<file path="src/rtl/ebi_unused.sv">
`timescale 1ns/1ps

</file>
<file path="src/pkg/ebi_pkg.sv">
/*
 * shared constants and types for the external bus and interrupt pin block.
 * assumes one 40 MHz clock and pins resolved by the testbench from the enables.
 */
`default_nettype none

package ebi_pkg;

    localparam int ADDR_W = 23;
    localparam int LOW_W  = 16;
    localparam int DATA_W = 16;
    localparam int IRQ_N  = 4;

    localparam logic [22:0] ADDR_RST  = 23'h00_0000;
    localparam logic [15:0] DATA_RST  = 16'h0000;
    localparam logic [3:0]  IRQ_NONE  = 4'h0;
    localparam logic [3:0]  IRQ_ONE   = 4'h1;
    localparam logic [6:0]  UPPER_OFF = 7'h00;
    // vector table base and spacing are free choices
    localparam logic [15:0] VEC_BASE  = 16'h00C0;
    localparam int          VEC_SHIFT = 2;
    // last count of the three-cycle address hold: pin settle plus two sync stages on the return data
    localparam logic [1:0]  ACC_LAST  = 2'h2;
    localparam logic [1:0]  CNT_RST   = 2'h0;
    localparam logic [1:0]  CNT_ONE   = 2'h1;

    typedef enum logic [1:0]
    {
        EBI_SP_PROG = 2'h0,
        EBI_SP_DATA = 2'h1,
        EBI_SP_IO   = 2'h2
    } ebi_space_t;

    typedef enum logic [1:0]
    {
        EBI_IDLE = 2'h0,
        EBI_ACC  = 2'h1,
        EBI_REL  = 2'h3
    } ebi_state_t;

    typedef struct packed
    {
        ebi_space_t  space;
        logic        write;
        logic [22:0] addr;
        logic [15:0] wdata;
    } ebi_req_t;

endpackage

`default_nettype wire

</file>
<file path="src/rtl/ebi_bus_irq.sv">
/*
 * external parallel bus pins (address, data with keepers, vector fetch
 * acknowledge) and the four maskable external interrupt inputs.
 * assumes the core issues one access at a time and the testbench
 * resolves each pin from its output, enable and keeper drive.
 */
// Contract
// [RULE1] drive a 23-line address bus, line 22 most significant.
// [RULE2] low sixteen address lines serve every external access.
// [RULE3] upper seven address lines only for program space, zero otherwise.
// [RULE4] float address lines in hold mode or while outputs-off is low.
// [RULE5] shared 16-bit bidirectional data bus, bit 15 most significant.
// [RULE6] float data unless writing, in reset, hold, or outputs-off low.
// [RULE7] enabled keepers hold each undriven data line at its last level.
// [RULE8] keepers off after reset, switched by the bank switch keeper bit.
// [RULE9] acknowledge low during vector fetch; floated while outputs-off is low.
// [RULE10] four interrupts, fixed priority, masked per bit and globally.
// [RULE11] requests latch in flags that software polls and clears.
// [RULE12] external master requests hold; on acknowledge lines are floated.
// [RULE13] synchronise each interrupt input before setting its flag.
`timescale 1ns/1ps
`default_nettype none

module ebi_bus_irq
(
    // clock and reset
    input  wire logic             ref_clk,
    input  wire logic             reset,
    // core access port
    input  wire logic             req_valid,
    input  wire ebi_pkg::ebi_req_t req,
    output var  logic             req_ready,
    output var  logic             rsp_valid,
    output var  logic [15:0]      rsp_rdata,
    // interrupt control
    input  wire logic             global_irq_disable,
    input  wire logic             irq_mask_wr,
    input  wire logic [3:0]       irq_mask_wdata,
    input  wire logic [3:0]       irq_flag_clear,
    output var  logic [3:0]       irq_mask_register,
    output var  logic [3:0]       irq_flags,
    output var  logic             irq_taken,
    output var  logic [1:0]       irq_taken_num,
    // bank switch keeper control
    input  wire logic             bank_switch_wr,
    input  wire logic             data_keeper_enable_wdata,
    output var  logic             data_keeper_enable,
    // pins
    input  wire logic             hold_req_n,
    output var  logic             hold_ack_n,
    input  wire logic             outputs_off_n,
    input  wire logic [3:0]       external_irq_lines_n,
    output var  logic [22:0]      ext_address_lines,
    output var  logic             ext_address_oe,
    input  wire logic [15:0]      ext_data_lines_i,
    output var  logic [15:0]      ext_data_lines_o,
    output var  logic             ext_data_lines_oe,
    output var  logic             data_keeper_drive,
    output var  logic             interrupt_acknowledge_n,
    output var  logic             interrupt_acknowledge_oe
);

    function automatic logic [1:0] pick_irq(input logic [3:0] en);
        logic [1:0] idx;
        idx = 2'h0;
        for (int i = ebi_pkg::IRQ_N - 1; i >= 0; i--)
        begin
            if (en[i])
            begin
                idx = 2'(i);
            end
        end
        return idx;
    endfunction

    function automatic logic [22:0] bus_addr(input ebi_pkg::ebi_req_t r);
        if (r.space == ebi_pkg::EBI_SP_PROG)
        begin
            return r.addr;
        end
        return {ebi_pkg::UPPER_OFF, r.addr[15:0]};
    endfunction

    // pin synchronisers; stage one is read only by stage two
    logic [1:0]  hold_m_r, off_m_r;
    logic [3:0]  irq_m_r, irq_s_r, irq_d_r;
    logic [15:0] dat_m_r, dat_s_r;
    logic        hold_s, off_s;

    always_ff @(posedge ref_clk or posedge reset)
    begin
        if (reset)
        begin
            hold_m_r <= 2'h3;
            off_m_r  <= 2'h3;
            irq_m_r  <= 4'hF;
            irq_s_r  <= 4'hF;
            irq_d_r  <= 4'hF;
            dat_m_r  <= ebi_pkg::DATA_RST;
            dat_s_r  <= ebi_pkg::DATA_RST;
        end
        else
        begin
            hold_m_r <= {hold_m_r[0], hold_req_n};
            off_m_r  <= {off_m_r[0], outputs_off_n};
            irq_m_r  <= external_irq_lines_n;  // RULE13
            irq_s_r  <= irq_m_r;
            irq_d_r  <= irq_s_r;
            dat_m_r  <= ext_data_lines_i;
            dat_s_r  <= dat_m_r;
        end
    end

    assign hold_s = ~hold_m_r[1];
    assign off_s  = off_m_r[1];

    // interrupt flags, mask and priority pick
    logic [3:0] flags_nxt, mask_nxt, irq_fall, irq_en, taken_mask;
    logic [1:0] irq_sel;
    logic       go_irq, go_req;

    assign irq_fall = irq_d_r & ~irq_s_r;
    assign irq_en   = irq_flags & irq_mask_register & {4{~global_irq_disable}};  // RULE10
    assign irq_sel  = pick_irq(irq_en);  // RULE10

    always_comb
    begin
        mask_nxt = irq_mask_wr ? irq_mask_wdata : irq_mask_register;
        // a new edge wins over a software clear or an acceptance
        flags_nxt = (irq_flags & ~irq_flag_clear & ~taken_mask) | irq_fall;  // RULE11
    end

    // access sequencer
    ebi_pkg::ebi_state_t state_r, state_nxt;
    logic [1:0]  cnt_r, cnt_nxt;
    logic        wr_r, wr_nxt, vec_r, vec_nxt, upper_r, upper_nxt;
    logic [15:0] wdata_r, wdata_nxt, keep_nxt;
    logic [22:0] addr_nxt;
    logic        ready_nxt, rsp_nxt, hack_nxt, aoe_nxt, doe_nxt, ack_nxt;
    logic        bus_free;

    assign bus_free   = off_s && !hold_s && hold_ack_n;
    assign go_req     = (state_r == ebi_pkg::EBI_IDLE) && req_valid && req_ready;
    assign go_irq     = (state_r == ebi_pkg::EBI_IDLE) && bus_free && (irq_en != ebi_pkg::IRQ_NONE) && !go_req;
    assign taken_mask = go_irq ? (ebi_pkg::IRQ_ONE << irq_sel) : ebi_pkg::IRQ_NONE;

    always_comb
    begin
        state_nxt = state_r;
        cnt_nxt   = cnt_r;
        wr_nxt    = wr_r;
        vec_nxt   = vec_r;
        upper_nxt = upper_r;
        wdata_nxt = wdata_r;
        addr_nxt  = ext_address_lines;
        rsp_nxt   = 1'b0;
        case (state_r)
            ebi_pkg::EBI_IDLE:
            begin
                cnt_nxt = ebi_pkg::CNT_RST;
                if (go_req)
                begin
                    state_nxt = ebi_pkg::EBI_ACC;
                    wr_nxt    = req.write;
                    vec_nxt   = 1'b0;
                    upper_nxt = (req.space == ebi_pkg::EBI_SP_PROG);
                    wdata_nxt = req.wdata;  // RULE5
                    addr_nxt  = bus_addr(req);  // RULE1 RULE2 RULE3
                end
                else if (go_irq)
                begin
                    state_nxt = ebi_pkg::EBI_ACC;
                    wr_nxt    = 1'b0;
                    vec_nxt   = 1'b1;
                    upper_nxt = 1'b0;
                    // vector location on the low lines only
                    addr_nxt  = {ebi_pkg::UPPER_OFF,
                                 ebi_pkg::VEC_BASE + (16'(irq_sel) << ebi_pkg::VEC_SHIFT)};  // RULE9
                end
            end
            ebi_pkg::EBI_ACC:
            begin
                cnt_nxt = cnt_r + ebi_pkg::CNT_ONE;
                if (cnt_r == ebi_pkg::ACC_LAST)
                begin
                    state_nxt = ebi_pkg::EBI_REL;
                    rsp_nxt   = !vec_r;
                end
            end
            ebi_pkg::EBI_REL:
            begin
                // turnaround cycle so a read never meets the next write on the wire
                state_nxt = ebi_pkg::EBI_IDLE;
            end
            default:
            begin
                state_nxt = ebi_pkg::EBI_IDLE;
            end
        endcase
        // hold is granted only between accesses
        hack_nxt  = !(hold_s && (state_nxt == ebi_pkg::EBI_IDLE));  // RULE12
        aoe_nxt   = off_s && hack_nxt;  // RULE4
        doe_nxt   = (state_nxt == ebi_pkg::EBI_ACC) && wr_nxt && off_s && hack_nxt;  // RULE6
        ack_nxt   = !((state_nxt == ebi_pkg::EBI_ACC) && vec_nxt);  // RULE9
        ready_nxt = (state_nxt == ebi_pkg::EBI_IDLE) && bus_free && hack_nxt;
        keep_nxt  = doe_nxt ? wdata_nxt : (ext_data_lines_oe ? ext_data_lines_o : dat_s_r);  // RULE7
    end

    always_ff @(posedge ref_clk or posedge reset)
    begin
        if (reset)
        begin
            state_r                  <= ebi_pkg::EBI_IDLE;
            cnt_r                    <= ebi_pkg::CNT_RST;
            wr_r                     <= 1'b0;
            vec_r                    <= 1'b0;
            upper_r                  <= 1'b0;
            wdata_r                  <= ebi_pkg::DATA_RST;
            req_ready                <= 1'b0;
            rsp_valid                <= 1'b0;
            rsp_rdata                <= ebi_pkg::DATA_RST;
            irq_mask_register        <= ebi_pkg::IRQ_NONE;
            irq_flags                <= ebi_pkg::IRQ_NONE;
            irq_taken                <= 1'b0;
            irq_taken_num            <= 2'h0;
            data_keeper_enable       <= 1'b0;  // RULE8
            hold_ack_n               <= 1'b1;
            ext_address_lines        <= ebi_pkg::ADDR_RST;
            ext_address_oe           <= 1'b0;
            ext_data_lines_o         <= ebi_pkg::DATA_RST;
            ext_data_lines_oe        <= 1'b0;  // RULE6
            data_keeper_drive        <= 1'b0;
            interrupt_acknowledge_n  <= 1'b1;
            interrupt_acknowledge_oe <= 1'b0;
        end
        else
        begin
            state_r                  <= state_nxt;
            cnt_r                    <= cnt_nxt;
            wr_r                     <= wr_nxt;
            vec_r                    <= vec_nxt;
            upper_r                  <= upper_nxt;
            wdata_r                  <= wdata_nxt;
            req_ready                <= ready_nxt;
            rsp_valid                <= rsp_nxt;
            rsp_rdata                <= rsp_nxt ? dat_s_r : rsp_rdata;
            irq_mask_register        <= mask_nxt;
            irq_flags                <= flags_nxt;
            irq_taken                <= go_irq;
            irq_taken_num            <= go_irq ? irq_sel : irq_taken_num;
            data_keeper_enable       <= bank_switch_wr ? data_keeper_enable_wdata : data_keeper_enable;  // RULE8
            hold_ack_n               <= hack_nxt;
            ext_address_lines        <= addr_nxt;
            ext_address_oe           <= aoe_nxt;
            ext_data_lines_o         <= keep_nxt;
            ext_data_lines_oe        <= doe_nxt;
            data_keeper_drive        <= data_keeper_enable && !doe_nxt;  // RULE7
            interrupt_acknowledge_n  <= ack_nxt;
            interrupt_acknowledge_oe <= off_s;  // RULE9
        end
    end

    // checks
    a_low_addr_match: assert property (@(posedge ref_clk) disable iff (reset)
        go_req |=> ext_address_lines[15:0] == $past(req.addr[15:0]))  // RULE2
        else $error("low address lines do not carry the request address");
    a_prog_full_addr: assert property (@(posedge ref_clk) disable iff (reset)
        (state_r == ebi_pkg::EBI_ACC && upper_r) |-> ##0 $stable(ext_address_lines) or cnt_r == ebi_pkg::CNT_RST)  // RULE1
        else $error("program address moved during an access");
    a_upper_zero: assert property (@(posedge ref_clk) disable iff (reset)
        (state_r == ebi_pkg::EBI_ACC && !upper_r) |-> ext_address_lines[22:16] == ebi_pkg::UPPER_OFF)  // RULE3
        else $error("upper address lines used outside program space");
    a_hold_float: assert property (@(posedge ref_clk) disable iff (reset)
        !hold_ack_n |-> !ext_address_oe && !ext_data_lines_oe)  // RULE4 RULE12
        else $error("lines driven while hold is acknowledged");
    a_off_float: assert property (@(posedge ref_clk) disable iff (reset)
        !off_s |=> !ext_address_oe && !ext_data_lines_oe && !interrupt_acknowledge_oe)  // RULE4 RULE9
        else $error("pins driven while outputs are off");
    a_write_only_drive: assert property (@(posedge ref_clk) disable iff (reset)
        ext_data_lines_oe |-> state_r == ebi_pkg::EBI_ACC && wr_r && ext_data_lines_o == wdata_r)  // RULE5 RULE6
        else $error("data bus driven outside a write");
    a_keeper_level: assert property (@(posedge ref_clk) disable iff (reset)
        (data_keeper_drive && $past(ext_data_lines_oe)) |-> ext_data_lines_o == $past(ext_data_lines_o))  // RULE7
        else $error("keeper lost the last driven level");
    a_keeper_steer: assert property (@(posedge ref_clk) disable iff (reset)
        !bank_switch_wr |=> $stable(data_keeper_enable))  // RULE8
        else $error("keeper enable changed without a write");
    a_interrupt_acknowledge_n_vector: assert property (@(posedge ref_clk) disable iff (reset)
        go_irq |=> !interrupt_acknowledge_n [*3] ##1 interrupt_acknowledge_n)  // RULE9
        else $error("acknowledge not held for the vector fetch");
    a_irq_enabled: assert property (@(posedge ref_clk) disable iff (reset)
        irq_taken |-> (($past(irq_en) >> irq_taken_num) & ebi_pkg::IRQ_ONE) != ebi_pkg::IRQ_NONE)  // RULE10
        else $error("masked interrupt was taken");
    a_irq_priority: assert property (@(posedge ref_clk) disable iff (reset)
        irq_taken |-> ($past(irq_en) & ((ebi_pkg::IRQ_ONE << irq_taken_num) - ebi_pkg::IRQ_ONE)) == ebi_pkg::IRQ_NONE)  // RULE10
        else $error("lower priority interrupt taken first");
    a_flag_latch: assert property (@(posedge ref_clk) disable iff (reset)
        (irq_fall != ebi_pkg::IRQ_NONE) |=> (irq_flags & $past(irq_fall)) == $past(irq_fall))  // RULE11 RULE13
        else $error("interrupt edge not latched");

    c_write: cover property (@(posedge ref_clk) disable iff (reset) go_req && req.write);
    c_read_done: cover property (@(posedge ref_clk) disable iff (reset) rsp_valid);
    c_vector: cover property (@(posedge ref_clk) disable iff (reset) irq_taken);
    c_hold: cover property (@(posedge ref_clk) disable iff (reset) !hold_ack_n);

endmodule // ebi_bus_irq

`default_nettype wire

</file>
<file path="config.mk">
export PLATFORM = sky130hd
export DESIGN_NAME = ebi_bus_irq
export DESIGN_NICKNAME = d
export VERILOG_FILES = /design/src/rtl/ebi_unused.sv /design/src/pkg/ebi_pkg.sv /design/src/rtl/ebi_bus_irq.sv
export SDC_FILE = /design/constraint.sdc
export NUM_CORES = 1
export LEC_CHECK = 0
export BUFFER_PORTS_ARGS = -buffer_cell sky130_fd_sc_hd__buf_2
export CAP_MARGIN = 20
export CORE_MARGIN = 2
export CORE_UTILIZATION = 31
export DETAILED_ROUTE_END_ITERATION = 16
export SYNTH_ARGS = -nofsm -noshare
export SYNTH_HDL_FRONTEND = slang
export SYNTH_SLANG_ARGS = --single-unit
</file>
<file path="constraint.sdc">
create_clock -name ref_clk -period 6.09 [get_ports ref_clk]
set_input_delay 0.609 -clock ref_clk [delete_from_list [all_inputs] [get_ports ref_clk]]
set_output_delay 0.609 -clock ref_clk [all_outputs]
set_load 0.005 [all_outputs]
</file>
==> flow_summary.ini <==
[floorplan]
die_h_um = 133.0
core.rowCount = 47
io_pins = 154
core-area_mm2 = 0.01641
initial_core_util_pct = 31.46
die_w_um = 133.0
die_area_mm2 = 0.01770

[timing]
worst_pin_slew_ns = 1.074
rsz0062_at_grt = false
fin_crit_ns = 3.106
hold_viol = 0
finalCritPeriodShare_pct = 51.00
clock_skew_ns = 0.01049
whs_ns = 0.2837
max_clock_freq_mhz = 322.0
finalSetupViolCount = 0
fin_setup_tns_ns = 0
finalMaxSlewViolations = 0
slew_headroom_pct = 28.38

[synth]
yosys_most_used_dff = dfrtp_1
yosysMostFrequentCell = dfrtp_1
seq_area_frac_synth_pct = 70.74
synthTopCellsByCount = dfrtp_1, nand2_1, mux2_2
yosysTopAreaCell = dfrtp_1
netlist_area_mm2 = 0.005161
synthArstFlopShare_pct = 100.0
post_synth_inst_count = 350
netlist.area_leader.share_pct = 61.58
ys_types = 39
synth_edf_count = 0
syn_avg_cell_area_um2 = 14.75
yosys_warnings = 0
ys_seq_elements = 145
synth_nets = 430
synth.area.top_cells = dfrtp_1, mux2_2, dfstp_2

[grt]
grt_pass1_vias = 3568
grt_antenna_before_repair = 0
grt_max_degree = 76
track_usage_pct = 13.71
grt_pass1_wl_um = 18730
grt_overflow = 0

[setup_path]
worstPathCellList = and4bb_2 > nand3_1 > o31ai_1 > o21a_1 > mux2_2
end_kind = flip-flop
crit_required_ns = 6.39
worst_setup_path_start_kind = flip-flop
arrival_ns = 3.40
crit_start = state_r[1]$_DFF_PP0_
cpMaxStageDelayCell = and4bb_2
critPathKind = flip-flop to flip-flop
rr_startpoint = state_r[1]$_DFF_PP0_
rr_worst_depth = 5
cpPeakStageDelay_ns = 0.96
ff2ff_setup_slack_ns = 2.98
cp_max_fo = 39
rr_endpoint = ext_data_lines_o[4]$_DFFE_PP0P_

[layout]
fillerInstances = 1555
final_area_mm2 = 0.006774
layout-drive-gt1-share_pct = 51.34
fin_nets = 590
diodes = 0
area_growth_pct = 31.25

[cts]
cts_buffer_depth = 2
clk_pin_slew_ns = 0.06
cts-resized-gates = 0
clockRootBuffer = clkbuf_16
cts_max_level = 4
clk-insertion-delay-late_ns = 0.42
cts_tree = done
cts_hold_buf = 0
clock_sinks = 145
tritoncts.num_buffers = 17
cts_setup_buffers = 0

[pwr]
p_leak_nw = 3.328
clkPwrFrac_pct = 36.4
p_sw_share_pct = 26.36
p_switching_w = 0.0007961
powerDensity_mw_per_mm2 = 445.8
p_int_w = 0.002224
power_w = 0.003020
ir_worst_vdd_v = 0.0001883
pwr-share-comb_pct = 19.5
p_seq_share_pct = 44.1

[route]
routed_wl_um = 11480
via_per_inst = 4.453
via_count = 3304
drt_first_pass_iters = 4
dr_wl_met2_um = 5500
wl_met3_um = 752
drtIter0Drc = 154
ant_nets = 0
top_layer = met4
drc = 0
wl_per_cell_um = 15.48
wl_met1_um = 5043

[run]
maxCapViolations = 0

[placement]
gp_congestion = 0.7681
dp_hpwl_um = 7658
place_area_mm2 = 0.006150
place.port_buffers = 153

[run_status]
outcome = complete, no violations

[worst_hold_path]
hold_path.class = primary input to async pin
[layout make-up]
type | instances | area [µm²] | share of cell area [%]
tap | 220 | 275.3 | 4.064
sequential | 145 | 3651 | 53.90
multi-input combinational | 181 | 1404 | 20.72
inverter | 11 | 46.29 | 0.6834
clock buffer | 18 | 439.2 | 6.483
timing repair buffer | 154 | 773.2 | 11.41
clock inverter | 13 | 185.2 | 2.734
[worst max-delay path: cells and delay by family (launching register included)]
family | cells | cell delay, ns
and+or+nand+nor | 2 | 1.11
AOI/OAI and AO/OA | 2 | 0.98
DFF | 1 | 0.46
muxes | 1 | 0.42
[layout by cell type, fill, tap and decap left out, types with 3 or more instances in the layout]
cell type and instances:
nor2_1 6, bufinv_16 4, nor3_1 3, clkinv_4 4
buf_2 153, dfstp_2 18, clkbuf_16 17, a22o_1 21
dfrtp_1 127, inv_1 10, nand2_1 58, mux2_2 47
mux2_4 8, o21ai_0 6
[per-layer routing]
metal  global-route usage [%]  vias to the layer above
met4                    4.839                        0
met2                    21.82                      107
li1                         -                     1521
met5                        0                        -
met3                    5.096                       15
met1                    17.22                     1661
[power by group through the flow]
stage | logic (W) | registers [W] | clock network [W]
global placement | 0.000580 | 0.00134 | 0
global route | 0.000652 | 0.00136 | 0.00117
floorplan | 0.000328 | 0.00134 | 0
finish | 0.000588 | 0.00133 | 0.00110
CTS | 0.000600 | 0.00134 | 0.00112
detailed placement | 0.000601 | 0.00135 | 0
[flip-flops by register name, indices dropped and copies added (netlist names), 2 cells and up]
register,cells
irq_taken_num,2
hold_m_r,2
state_r,2
rsp_rdata,16
irq_m_r,4
ext_data_lines_o,16
irq_flags,4
wdata_r,16
dat_s_r,16
irq_mask_register,4
ext_address_lines,23
irq_d_r,4
irq_s_r,4
dat_m_r,16
off_m_r,2
cnt_r,2
[worst max-delay path by stage]
stage,slack (ns),cells after the start,to
global placement,2.85,6,ext_data_lines_o[2]$_DFFE_PP0P_
CTS,2.90,5,ext_data_lines_o[4]$_DFFE_PP0P_
finish,2.98,5,ext_data_lines_o[4]$_DFFE_PP0P_
floorplan,1.62,1,cnt_r[0]$_DFFE_PP0P_
global route,2.78,5,ext_data_lines_o[3]$_DFFE_PP0P_
detailed placement,2.75,6,ext_data_lines_o[0]$_DFFE_PP0P_
[cell families after synthesis]
| family | count (synthesis) | share of synthesized area (%) |
|---|---|---|
| AOI/OAI and AO/OA | 43 | 6.982 |
| adders and majority gates | 1 | 0.2424 |
| buffers and inverters | 24 | 2.230 |
| DFF | 145 | 70.74 |
| muxes | 56 | 12.78 |
| and+or+nand+nor | 81 | 7.030 |
[metrics by stage]
step / util, % / cells / setup slack, ns
after floorplan: - / 350 / 1.616
after global placement: 37.48 / 711 / 2.855
after detailed placement: 37.48 / 711 / 2.754
after CTS: 41.29 / 742 / 2.901
after global routing: 41.29 / 742 / 2.777
final: 41.29 / 742 / 2.984
Note: power is estimated with default switching activity, not from simulation.
